`src/tcss_defs.vh`:
```
// constants of the tape control state sequencer
`ifndef TCSS_DEFS_VH
`define TCSS_DEFS_VH

// ==========================================
// major state codes
`define TCSS_ST_IDLE 3'h0
`define TCSS_ST_SEARCH 3'h1
`define TCSS_ST_BLOCK 3'h2
`define TCSS_ST_CHKWRD 3'h3
`define TCSS_ST_REVSTOP 3'h4

// ==========================================
// accumulator bit positions, bit 0 most significant
`define TCSS_AC_PRESET 0
`define TCSS_AC_FLAG_PRESET 7
`define TCSS_AC_MARK 4
`define TCSS_AC_INT_EN 5
`define TCSS_AC_MAINT 6
`define TCSS_AC_EXT_ADDR 7
`define TCSS_AC_NO_PAUSE 8
`define TCSS_AC_HOLD 9

// ==========================================
// values
`define TCSS_TAC_ALL_ONES 12'hfff
`define TCSS_FLAG_RESET 1'h0
`define TCSS_FIELD_RESET 2'h0
`define TCSS_WORD_RESET 12'h000

`endif

```
`src/tcss_top.v`:
```
// major state sequencer and control flags of the tape controller
`timescale 1ns/1ps
`include "tcss_defs.vh"
module tcss_top (
  input wire core_clk,
  input wire resetn,
  // processor side, same clock
  input wire power_clear,
  input wire flag_set_instr,
  input wire io_preset_instr,
  input wire extended_op_load_instr,
  input wire [0:11] acc,
  input wire instruction_setup_pulse,
  input wire second_word_setup_pulse,
  input wire [0:11] second_word,
  input wire [1:0] if_bits,
  input wire [1:0] data_field_bits,
  input wire move_toward_block_instr,
  input wire write_verify_instr,
  input wire write_verify_group_instr,
  input wire write_group_instr,
  input wire read_group_instr,
  input wire write_instr,
  input wire continue_motion,
  input wire group_equal,
  input wire [0:11] tape_accumulator,
  input wire forward,
  input wire timing_fault_window,
  input wire word_ready,
  input wire xfer_ack,
  input wire drive_req,
  input wire done_clear,
  input wire unit_changed,
  // transport pins, foreign timing
  input wire timing_pulse_one,
  input wire timing_pulse_two,
  input wire timing_pulse_three,
  input wire time_state_one,
  input wire block_mark,
  input wire final_mark,
  input wire check_mark,
  input wire unit_valid,
  input wire remote_mode,
  input wire write_enabled,
  // outputs
  output reg idle_state_ff,
  output reg search_state_ff,
  output reg block_state_ff,
  output reg checksum_word_state_ff,
  output reg reverse_stop_state_ff,
  output reg write_sync_ff,
  output reg write_gate_ff,
  output reg write_cycle_ff,
  output reg phase_invert_ff,
  output reg transport_ready_ff,
  output reg [1:0] inst_field_ff,
  output reg [1:0] data_field_ff,
  output reg format_mark_ff,
  output reg int_enable_ff,
  output reg maint_mode_ff,
  output reg extended_addressing_flag_ff,
  output reg no_pause_ff,
  output reg hold_motion_ff,
  output reg [11:0] block_number_ff,
  output reg group_count_en_ff,
  output reg op_active_ff,
  output reg tape_pause_ff,
  output reg xfer_req_ff,
  output reg bus_drive_ff,
  output reg done_ff,
  output reg irq_ff,
  output reg motion_ff
);

  // ==========================================
  // localparams for state codes
  localparam [2:0] ST_IDLE = `TCSS_ST_IDLE;
  localparam [2:0] ST_SEARCH = `TCSS_ST_SEARCH;
  localparam [2:0] ST_BLOCK = `TCSS_ST_BLOCK;
  localparam [2:0] ST_CHKWRD = `TCSS_ST_CHKWRD;
  localparam [2:0] ST_REVSTOP = `TCSS_ST_REVSTOP;

  // ==========================================
  // transport pin synchronisers
  wire [9:0] pin_vec;
  wire [9:0] pin_lvl;
  wire [9:0] pin_rise;

  assign pin_vec = {write_enabled, remote_mode, unit_valid, check_mark, final_mark,
                    block_mark, time_state_one, timing_pulse_three, timing_pulse_two,
                    timing_pulse_one};

  genvar gi;
  generate
    for (gi = 0; gi < 10; gi = gi + 1) begin : g_pin
      tcss_sync_edge u_sync (
        .core_clk(core_clk),
        .resetn(resetn),
        .pin_in(pin_vec[gi]),
        .level_out(pin_lvl[gi]),
        .rise_out(pin_rise[gi])
      );
    end
  endgenerate

  // timing pulses are the edges; marks and states are sampled levels
  wire tp1 = pin_rise[0];
  wire tp2 = pin_rise[1];
  wire tp3 = pin_rise[2];
  wire ts1 = pin_lvl[3];
  wire bm = pin_lvl[4];
  wire fm = pin_lvl[5];
  wire cm = pin_lvl[6];
  wire unit_ok = pin_lvl[7];
  wire remote_ok = pin_lvl[8];
  wire wr_en_ok = pin_lvl[9];

  // ==========================================
  // decoded events; found, chk_end and rev_bm read the major state register
  reg [2:0] state_ff;
  reg [2:0] nxt_state;
  wire tape_preset;
  wire tac_good;
  wire group_op;
  wire unfinished;
  wire found;
  wire chk_end;
  wire rev_bm;

  assign tape_preset = power_clear | (flag_set_instr & acc[`TCSS_AC_FLAG_PRESET])
                     | (io_preset_instr & acc[`TCSS_AC_PRESET]);
  assign tac_good = (tape_accumulator == `TCSS_TAC_ALL_ONES);
  // group work is barred with extended addressing
  assign group_op = (write_group_instr | read_group_instr | write_verify_group_instr)
                  & ~extended_addressing_flag_ff;
  // another pass is needed: failed verify or group not yet done
  assign unfinished = ((write_verify_instr | write_verify_group_instr) & ~tac_good)
                    | (group_op & ~group_equal);
  assign found = (state_ff == ST_SEARCH) & tp2
               & ((tac_good & forward) | (move_toward_block_instr & bm));
  assign chk_end = (state_ff == ST_CHKWRD) & cm & tp1;
  assign rev_bm = (state_ff == ST_REVSTOP) & tp1 & bm;

  // ==========================================
  // major state register
  // forcing conditions take priority over the normal walk
  always @* begin
    nxt_state = state_ff;
    if (tape_preset | instruction_setup_pulse | timing_fault_window) begin
      nxt_state = ST_IDLE;
    end else begin
      case (state_ff)
        ST_IDLE: begin
          if (op_active_ff & tp1) begin
            nxt_state = ST_SEARCH;
          end
        end
        ST_SEARCH: begin
          if (found) begin
            nxt_state = ST_BLOCK;
          end
        end
        ST_BLOCK: begin
          if (fm & tp2) begin
            nxt_state = ST_CHKWRD;
          end
        end
        ST_CHKWRD: begin
          if (op_active_ff & tp1 & unfinished) begin
            nxt_state = ST_IDLE;
          end else if (chk_end) begin
            nxt_state = ST_REVSTOP;
          end
        end
        ST_REVSTOP: begin
          if (tp2 | rev_bm) begin
            nxt_state = ST_IDLE;
          end
        end
        default: begin
          nxt_state = ST_IDLE;
        end
      endcase
    end
  end

  // state code plus one-hot registered copies for the outputs
  always @(posedge core_clk or negedge resetn) begin
    if (!resetn) begin
      state_ff <= ST_IDLE;
      idle_state_ff <= 1'h1;
      search_state_ff <= 1'h0;
      block_state_ff <= 1'h0;
      checksum_word_state_ff <= 1'h0;
      reverse_stop_state_ff <= 1'h0;
      phase_invert_ff <= 1'h0;
    end else begin
      state_ff <= nxt_state;
      idle_state_ff <= (nxt_state == ST_IDLE);
      search_state_ff <= (nxt_state == ST_SEARCH);
      block_state_ff <= (nxt_state == ST_BLOCK);
      checksum_word_state_ff <= (nxt_state == ST_CHKWRD);
      reverse_stop_state_ff <= (nxt_state == ST_REVSTOP);
      // checksum goes out complemented on writes
      phase_invert_ff <= (nxt_state == ST_CHKWRD) & write_instr;
    end
  end

  // ==========================================
  // write sync, write gate and write cycle
  wire write_clear = cm & ts1;

  always @(posedge core_clk or negedge resetn) begin
    if (!resetn) begin
      write_sync_ff <= `TCSS_FLAG_RESET;
      write_gate_ff <= `TCSS_FLAG_RESET;
    end else if (write_clear | tape_preset) begin
      write_sync_ff <= 1'h0;
      write_gate_ff <= 1'h0;
    end else begin
      if (state_ff == ST_BLOCK && tp1) begin
        write_sync_ff <= 1'h1;
      end
      // gate held off during the verify pass
      if (write_sync_ff & tp3 & write_cycle_ff & write_instr) begin
        write_gate_ff <= 1'h1;
      end
      if (!write_cycle_ff) begin
        write_gate_ff <= 1'h0;
      end
    end
  end

  // a bad verify re-arms writing so the block is recorded again
  always @(posedge core_clk or negedge resetn) begin
    if (!resetn) begin
      write_cycle_ff <= `TCSS_FLAG_RESET;
    end else if (instruction_setup_pulse) begin
      write_cycle_ff <= 1'h1;
    end else if (chk_end) begin
      write_cycle_ff <= (write_verify_instr | write_verify_group_instr) & ~tac_good;
    end
  end

  // group count advances only on blocks passed while write cycle is set
  always @(posedge core_clk or negedge resetn) begin
    if (!resetn) begin
      group_count_en_ff <= 1'h0;
    end else begin
      group_count_en_ff <= chk_end & write_cycle_ff & group_op;
    end
  end

  // ==========================================
  // transport readiness
  always @(posedge core_clk or negedge resetn) begin
    if (!resetn) begin
      transport_ready_ff <= 1'h0;
    end else begin
      transport_ready_ff <= unit_ok & remote_ok & (~write_instr | wr_en_ok);
    end
  end

  // ==========================================
  // field latches and block number at second setup
  always @(posedge core_clk or negedge resetn) begin
    if (!resetn) begin
      inst_field_ff <= `TCSS_FIELD_RESET;
      data_field_ff <= `TCSS_FIELD_RESET;
      block_number_ff <= `TCSS_WORD_RESET;
    end else if (second_word_setup_pulse) begin
      inst_field_ff <= if_bits;
      data_field_ff <= data_field_bits;
      if (extended_addressing_flag_ff) begin
        block_number_ff <= {1'h0, second_word[1:11]};
      end else begin
        block_number_ff <= second_word;
      end
    end
  end

  // ==========================================
  // extended operation flags
  always @(posedge core_clk or negedge resetn) begin
    if (!resetn) begin
      format_mark_ff <= `TCSS_FLAG_RESET;
      int_enable_ff <= `TCSS_FLAG_RESET;
      maint_mode_ff <= `TCSS_FLAG_RESET;
      extended_addressing_flag_ff <= `TCSS_FLAG_RESET;
      no_pause_ff <= `TCSS_FLAG_RESET;
      hold_motion_ff <= `TCSS_FLAG_RESET;
    end else if (extended_op_load_instr) begin
      format_mark_ff <= acc[`TCSS_AC_MARK];
      int_enable_ff <= acc[`TCSS_AC_INT_EN];
      maint_mode_ff <= acc[`TCSS_AC_MAINT];
      extended_addressing_flag_ff <= acc[`TCSS_AC_EXT_ADDR];
      no_pause_ff <= acc[`TCSS_AC_NO_PAUSE];
      hold_motion_ff <= acc[`TCSS_AC_HOLD];
    end
  end

  // ==========================================
  // operation activity, pause and completion
  wire complete = chk_end & ~unfinished;

  always @(posedge core_clk or negedge resetn) begin
    if (!resetn) begin
      op_active_ff <= 1'h0;
      tape_pause_ff <= 1'h0;
    end else begin
      if (tape_preset | complete) begin
        op_active_ff <= 1'h0;
      end else if (second_word_setup_pulse) begin
        op_active_ff <= 1'h1;
      end
      // processor keeps running when pause is off
      tape_pause_ff <= op_active_ff & ~no_pause_ff;
    end
  end

  // done flag: a new completion beats a clear in the same cycle
  always @(posedge core_clk or negedge resetn) begin
    if (!resetn) begin
      done_ff <= 1'h0;
      irq_ff <= 1'h0;
    end else begin
      if (complete) begin
        done_ff <= 1'h1;
      end else if (done_clear | tape_preset) begin
        done_ff <= 1'h0;
      end
      irq_ff <= (done_ff | complete) & ~(done_clear & ~complete) & int_enable_ff;
    end
  end

  // ==========================================
  // word transfer request and bus drive
  always @(posedge core_clk or negedge resetn) begin
    if (!resetn) begin
      xfer_req_ff <= 1'h0;
      bus_drive_ff <= 1'h0;
    end else begin
      if (word_ready & (state_ff == ST_BLOCK)) begin
        xfer_req_ff <= 1'h1;
      end else if (xfer_ack | (state_ff != ST_BLOCK)) begin
        xfer_req_ff <= 1'h0;
      end
      bus_drive_ff <= drive_req & (state_ff == ST_BLOCK);
    end
  end

  // ==========================================
  // motion; stops at the block mark in reverse stop unless continue_motion is set
  always @(posedge core_clk or negedge resetn) begin
    if (!resetn) begin
      motion_ff <= 1'h0;
    end else if (tape_preset) begin
      motion_ff <= 1'h0;
    end else if (instruction_setup_pulse) begin
      motion_ff <= 1'h1;
    end else if (rev_bm & ~continue_motion) begin
      motion_ff <= 1'h0;
    end else if (unit_changed & ~hold_motion_ff) begin
      motion_ff <= 1'h0;
    end
  end

endmodule

```
`src/tcss_sync_edge.v`:
```
// two-flop synchroniser with rising edge pulse for transport pins
`timescale 1ns/1ps
module tcss_sync_edge (
  core_clk,
  resetn,
  pin_in,
  level_out,
  rise_out
);
  input wire core_clk;
  input wire resetn;
  input wire pin_in;
  output wire level_out;
  output wire rise_out;

  reg meta_ff;
  reg sync_ff;
  reg last_ff;

  // ==========================================
  // synchroniser; first stage feeds only the second
  always @(posedge core_clk or negedge resetn) begin
    if (!resetn) begin
      meta_ff <= 1'h0;
      sync_ff <= 1'h0;
      last_ff <= 1'h0;
    end else begin
      meta_ff <= pin_in;
      sync_ff <= meta_ff;
      last_ff <= sync_ff;
    end
  end

  assign level_out = sync_ff;
  assign rise_out = sync_ff & ~last_ff; // one cycle per pin pulse
endmodule

```
`config.mk`:
```
export PLATFORM = sky130hd
export DESIGN_NAME = tcss_top
export DESIGN_NICKNAME = d
export VERILOG_FILES = /design/src/tcss_top.v /design/src/tcss_sync_edge.v
export VERILOG_INCLUDE_DIRS = /design/src /design/src/src
export SDC_FILE = /design/constraint.sdc
export NUM_CORES = 1
export LEC_CHECK = 0
export ABC_AREA = 1
export CAP_MARGIN = 10
export CORE_UTILIZATION = 60
export CTS_CLUSTER_DIAMETER = 150
export CTS_CLUSTER_SIZE = 28
export DETAILED_ROUTE_END_ITERATION = 10
export DONT_BUFFER_PORTS = 1
export GPL_TIMING_DRIVEN = 0
export PLACE_DENSITY = 0.8
export SLEW_MARGIN = 40
export SYNTH_ARGS = -nofsm -noshare
export SYNTH_HDL_FRONTEND = slang
export SYNTH_SLANG_ARGS = --single-unit
export TNS_END_PERCENT = 1
```
`constraint.sdc`:
```
create_clock -name core_clk -period 2.7 [get_ports core_clk]
set_input_delay 0.135 -clock core_clk [delete_from_list [all_inputs] [get_ports core_clk]]
set_output_delay 0.135 -clock core_clk [all_outputs]
set_load 0.1 [all_outputs]
```
==> results.txt <==
- Of all nets on the critical path, the largest fanout is 3.
- Residual DRC: 0
* Post-layout total power: approximately 2.4 mW
- Antenna violations before repair: 0
- With fillers left out, the area of the finished cells amounts to roughly 3200 sq um.
* Relative slew margins: between 40% and 50%
* Type of element launching the critical path: flip-flop
- After detailed placement, the total cell area comes to roughly 2500 sq um.
- Synthesis instantiated 25 different standard cells from the library.
* IO Port Bufs: 0
- Dominant synthesized flop cell: sky130_fd_sc_hd__dfrtp_1
* Overall fraction of global-route tracks in use: a little over a quarter
- Count of flip-flops with a built-in enable after synthesis: 0
- The core region is between 3000 and 4000 sq um.
* Routed length per placed instance: approximately 17 um
- In the final design database the tool counted 330 nets.
- Maximum Capacitance Violations: 0
* Netlist Area Pre-Place: 2416 sq um
- Once layout is complete, the cells apart from fillers number 310.
* Critical path start-end classification: flip-flop to flip-flop
- Avg Cell Area, Syn: 11.84 sq um
* Die H: 65.46 um
* Run status: completed
* Largest net degree at the start of global routing: 67
- Count of placed standard cells including taps: around 250
* Sum of buffers and inverters on the critical path: 2
- Endpoint type of the worst setup path: flip-flop
- Chip width: 65.46 um
- Share of flip-flops with an asynchronous set or reset after synthesis: 100.0%
- The post-route netlist has approximately 29% of its cells at a drive strength greater than 1.
* Final period utilization: 60.56%
* Total number of vias: 1634
* Net count after synthesis: approximately 280
- Once the floorplan was initialized, standard cells occupied between 60% and 70% of the core.
- Worst Slack Setup Final: between 1 and 1.5 ns
- CTS built an H-tree with a depth of 3.
- Total area of multi-input combinational cells: between 600 and 700 sq um
- 0 antenna diodes ended up in the layout.
- Path category of the worst min-delay check: input pin to flip-flop
* Layout overhead on the synthesized area: 31.43%
- On the critical path, the stage with the largest delay is an instance of sky130_fd_sc_hd__dfrtp_2.
* Residual overflow from global routing: 0
* Cts bufs inserted: 9
- Cells fill around 84% of the core in the end.
- After filler insertion, the fill cell instance count of the layout stands at approximately 200.
- Total wire length after detailed routing: just over 5000 um
- FMAX: 611.6 MHz
- Setup repair after global routing left no endpoint under its margin.
* Post-Syn Instances: roughly 200
- The floorplan has 22 rows.
* Largest stage delay on the critical path: around 0.62 ns
* # clock sinks: 66
- Source-to-sink clock delay at the later pin of the worst-skew pair: ~0.34 ns
* Clock tree from TritonCTS: built
* Peak supply drop: roughly 0.56 mV
- Slew @ Worst Pin: ~0.9 ns
- Worst endpoint required time: 2.93 ns
- After clock tree synthesis, the clock-pin slew on the worst setup and hold paths is approximately 0.070 ns.
* Minimum clock period after layout: between 1.5 and 2 ns
* Family with the most delay on the worst path: simple AND/OR/NAND/NOR gates
- The die covers roughly 4300 sq um.
- The critical path goes through nor2_1 > nand2_1 > nand2_1 > nand2_1 > nand2_2 > nand3_2 > nand2_2 > inv_2 > nand2_1 > inv_1.
- Via density: around 5.3
- Across the routed clock network, the largest skew measured is around 0.0085 ns.
- The via count of the first global-routing pass came to 1728.
* Worst slack on hold paths: 0.009962 ns
- In this run the deepest clock path goes through 2 buffers.
- Wire length of the first global-routing pass: between 7000 and 8000 um
* Sequential cell area: 1687 sq um
- After synthesis the netlist holds a flip-flop and latch count of 66.
- At the end of routability-driven placement, the weighted congestion stood at about 0.86.
* Final Hold Fails: 0
* Final antenna-violating net count: 0
- Detailed placement ended at an HPWL of roughly 3300 um.
- Resize count post-CTS: 0
- The detailed router finished its first iteration with 80 violations.
- The final count of pins violating max slew is 0.
* Warning count from the yosys run: 0
- Setup violations remaining at the end of the flow were counted as 0.
- Setup total negative slack on the finished layout was measured at 0 ns.
* Setup WS pre-CTS: approximately 1.1 ns
- CTS Root Cell: sky130_fd_sc_hd__clkbuf_8
* Router iterations before antenna repair: 4
- Of the synthesized area, sequential elements account for approximately two thirds.
- By instance count, the cell type seen most on the critical path is sky130_fd_sc_hd__nand2_1.
- Leakage power total: around 1.5 nW
* Ports: 113
- At the worst endpoint, the arrival time is 1.87 ns.
* Pwr dens: roughly 760 nW/um^2
==> synth_stat cells, types with 2 or more instances <==
cell type	instances	share of area [%]
sky130_fd_sc_hd__inv_1	25	3.9
sky130_fd_sc_hd__nand3_2	3	1.2
sky130_fd_sc_hd__mux2_2	18	8.4
sky130_fd_sc_hd__nor2_2	2	0.52
sky130_fd_sc_hd__nor3_1	3	0.62
sky130_fd_sc_hd__o21ai_0	6	1.2
sky130_fd_sc_hd__nand2_1	35	5.4
sky130_fd_sc_hd__nor2_1	14	2.2
sky130_fd_sc_hd__a21oi_1	7	1.4
sky130_fd_sc_hd__or2_1	2	0.52
sky130_fd_sc_hd__inv_2	2	0.31
sky130_fd_sc_hd__nand3_1	7	1.4
sky130_fd_sc_hd__nand2_2	3	0.78
sky130_fd_sc_hd__dfrtp_1	65	67
sky130_fd_sc_hd__buf_2	2	0.41
==> power by group <==
group | leakage, nW | switching [mW] | internal [mW]
clock | 0.112 | 0.376 | 0.546
combinational | 0.627 | 0.0675 | 0.0814
sequential | 0.779 | 0.305 | 1.04
total | 1.52 | 0.748 | 1.67
==> flip-flops by register name (all words and copies together) (netlist names), 2 cells and up <==
name                    flops
block_number_ff            12
g_pin.u_sync.last_ff        3
data_field_ff               2
inst_field_ff               2
g_pin.u_sync.meta_ff       10
g_pin.u_sync.level_out     10
state_ff                    3
==> per-layer routing <==
layer / global-route usage [%] / part of all wire, % / routed length [um] / vias to the layer above
met5: 0 / 0 / 0 / -
met4: 12.50 / 1.7 / 87 / 0
met3: 8.333 / 7.5 / 386 / 9
met2: 47.29 / 55 / 2856 / 86
met1: 28.38 / 36 / 1833 / 782
li1: - / - / - / 757
==> kinds of logic after synthesis <==
| logic type | synth area share [%] |
|---|---|
| AO/OA/AOI/OAI | 4.454 |
| buffers and inverters | 4.764 |
| flip-flops | 68.41 |
| multiplexers | 8.389 |
| AND/OR/NAND/NOR | 13.98 |
==> timing repair <==
item	in CTS	in global routing
buffers inserted	0	0
hold endpoints to repair	108	0
hold buffers	42	0
==> layout by cell type (no fill, tap or decap), drive strengths merged, types with 4 or more instances in the layout <==
cell / netlist / layout
nand2: 38 / 38
mux2: 18 / 18
nand3: 10 / 10
nor2: 16 / 16
nor3: 4 / 4
clkbuf: 1 / 11
o21ai: 6 / 6
a21oi: 7 / 7
inv: 27 / 27
dfrtp: 65 / 65
dlygate4sd3: 0 / 41
==> worst paths after layout <==
kind                                              from                   endpoint  slack, ns  cells after the start
min                                             acc[0]               op_active_ff       0.01                      3
min reg2reg                    g_pin[8].u_sync.meta_ff  g_pin[8].u_sync.level_out       0.35                      0
max in group asynchronous                       resetn        block_number_ff[10]       2.06                      2
max                        extended_addressing_flag_ff             block_state_ff       1.06                     10
min in group asynchronous                       resetn      reverse_stop_state_ff       0.34                      2
max reg2reg                extended_addressing_flag_ff             block_state_ff       1.06                     10
==> worst reg2reg max path, cell delays in order, from the launching register on <==
cell and delay, ns:
sky130_fd_sc_hd__dfrtp_2 0.62, sky130_fd_sc_hd__nor2_1 0.26, sky130_fd_sc_hd__nand2_1 0.10, sky130_fd_sc_hd__nand2_1 0.07
sky130_fd_sc_hd__nand2_1 0.07, sky130_fd_sc_hd__nand2_2 0.09, sky130_fd_sc_hd__nand3_2 0.09, sky130_fd_sc_hd__nand2_2 0.09
sky130_fd_sc_hd__inv_2 0.04, sky130_fd_sc_hd__nand2_1 0.05, sky130_fd_sc_hd__inv_1 0.05
==> layout make-up <==
cell class	instances	share of cell area, %
clock buffer	10	4.334
clock inverter	6	2.837
buffer	3	0.4334
inverter	27	3.191
sequential	66	53.11
multi-input combinational	108	20.41
tap	48	1.891
timing repair buffer	42	13.79
(Power assumes the default switching activity.)
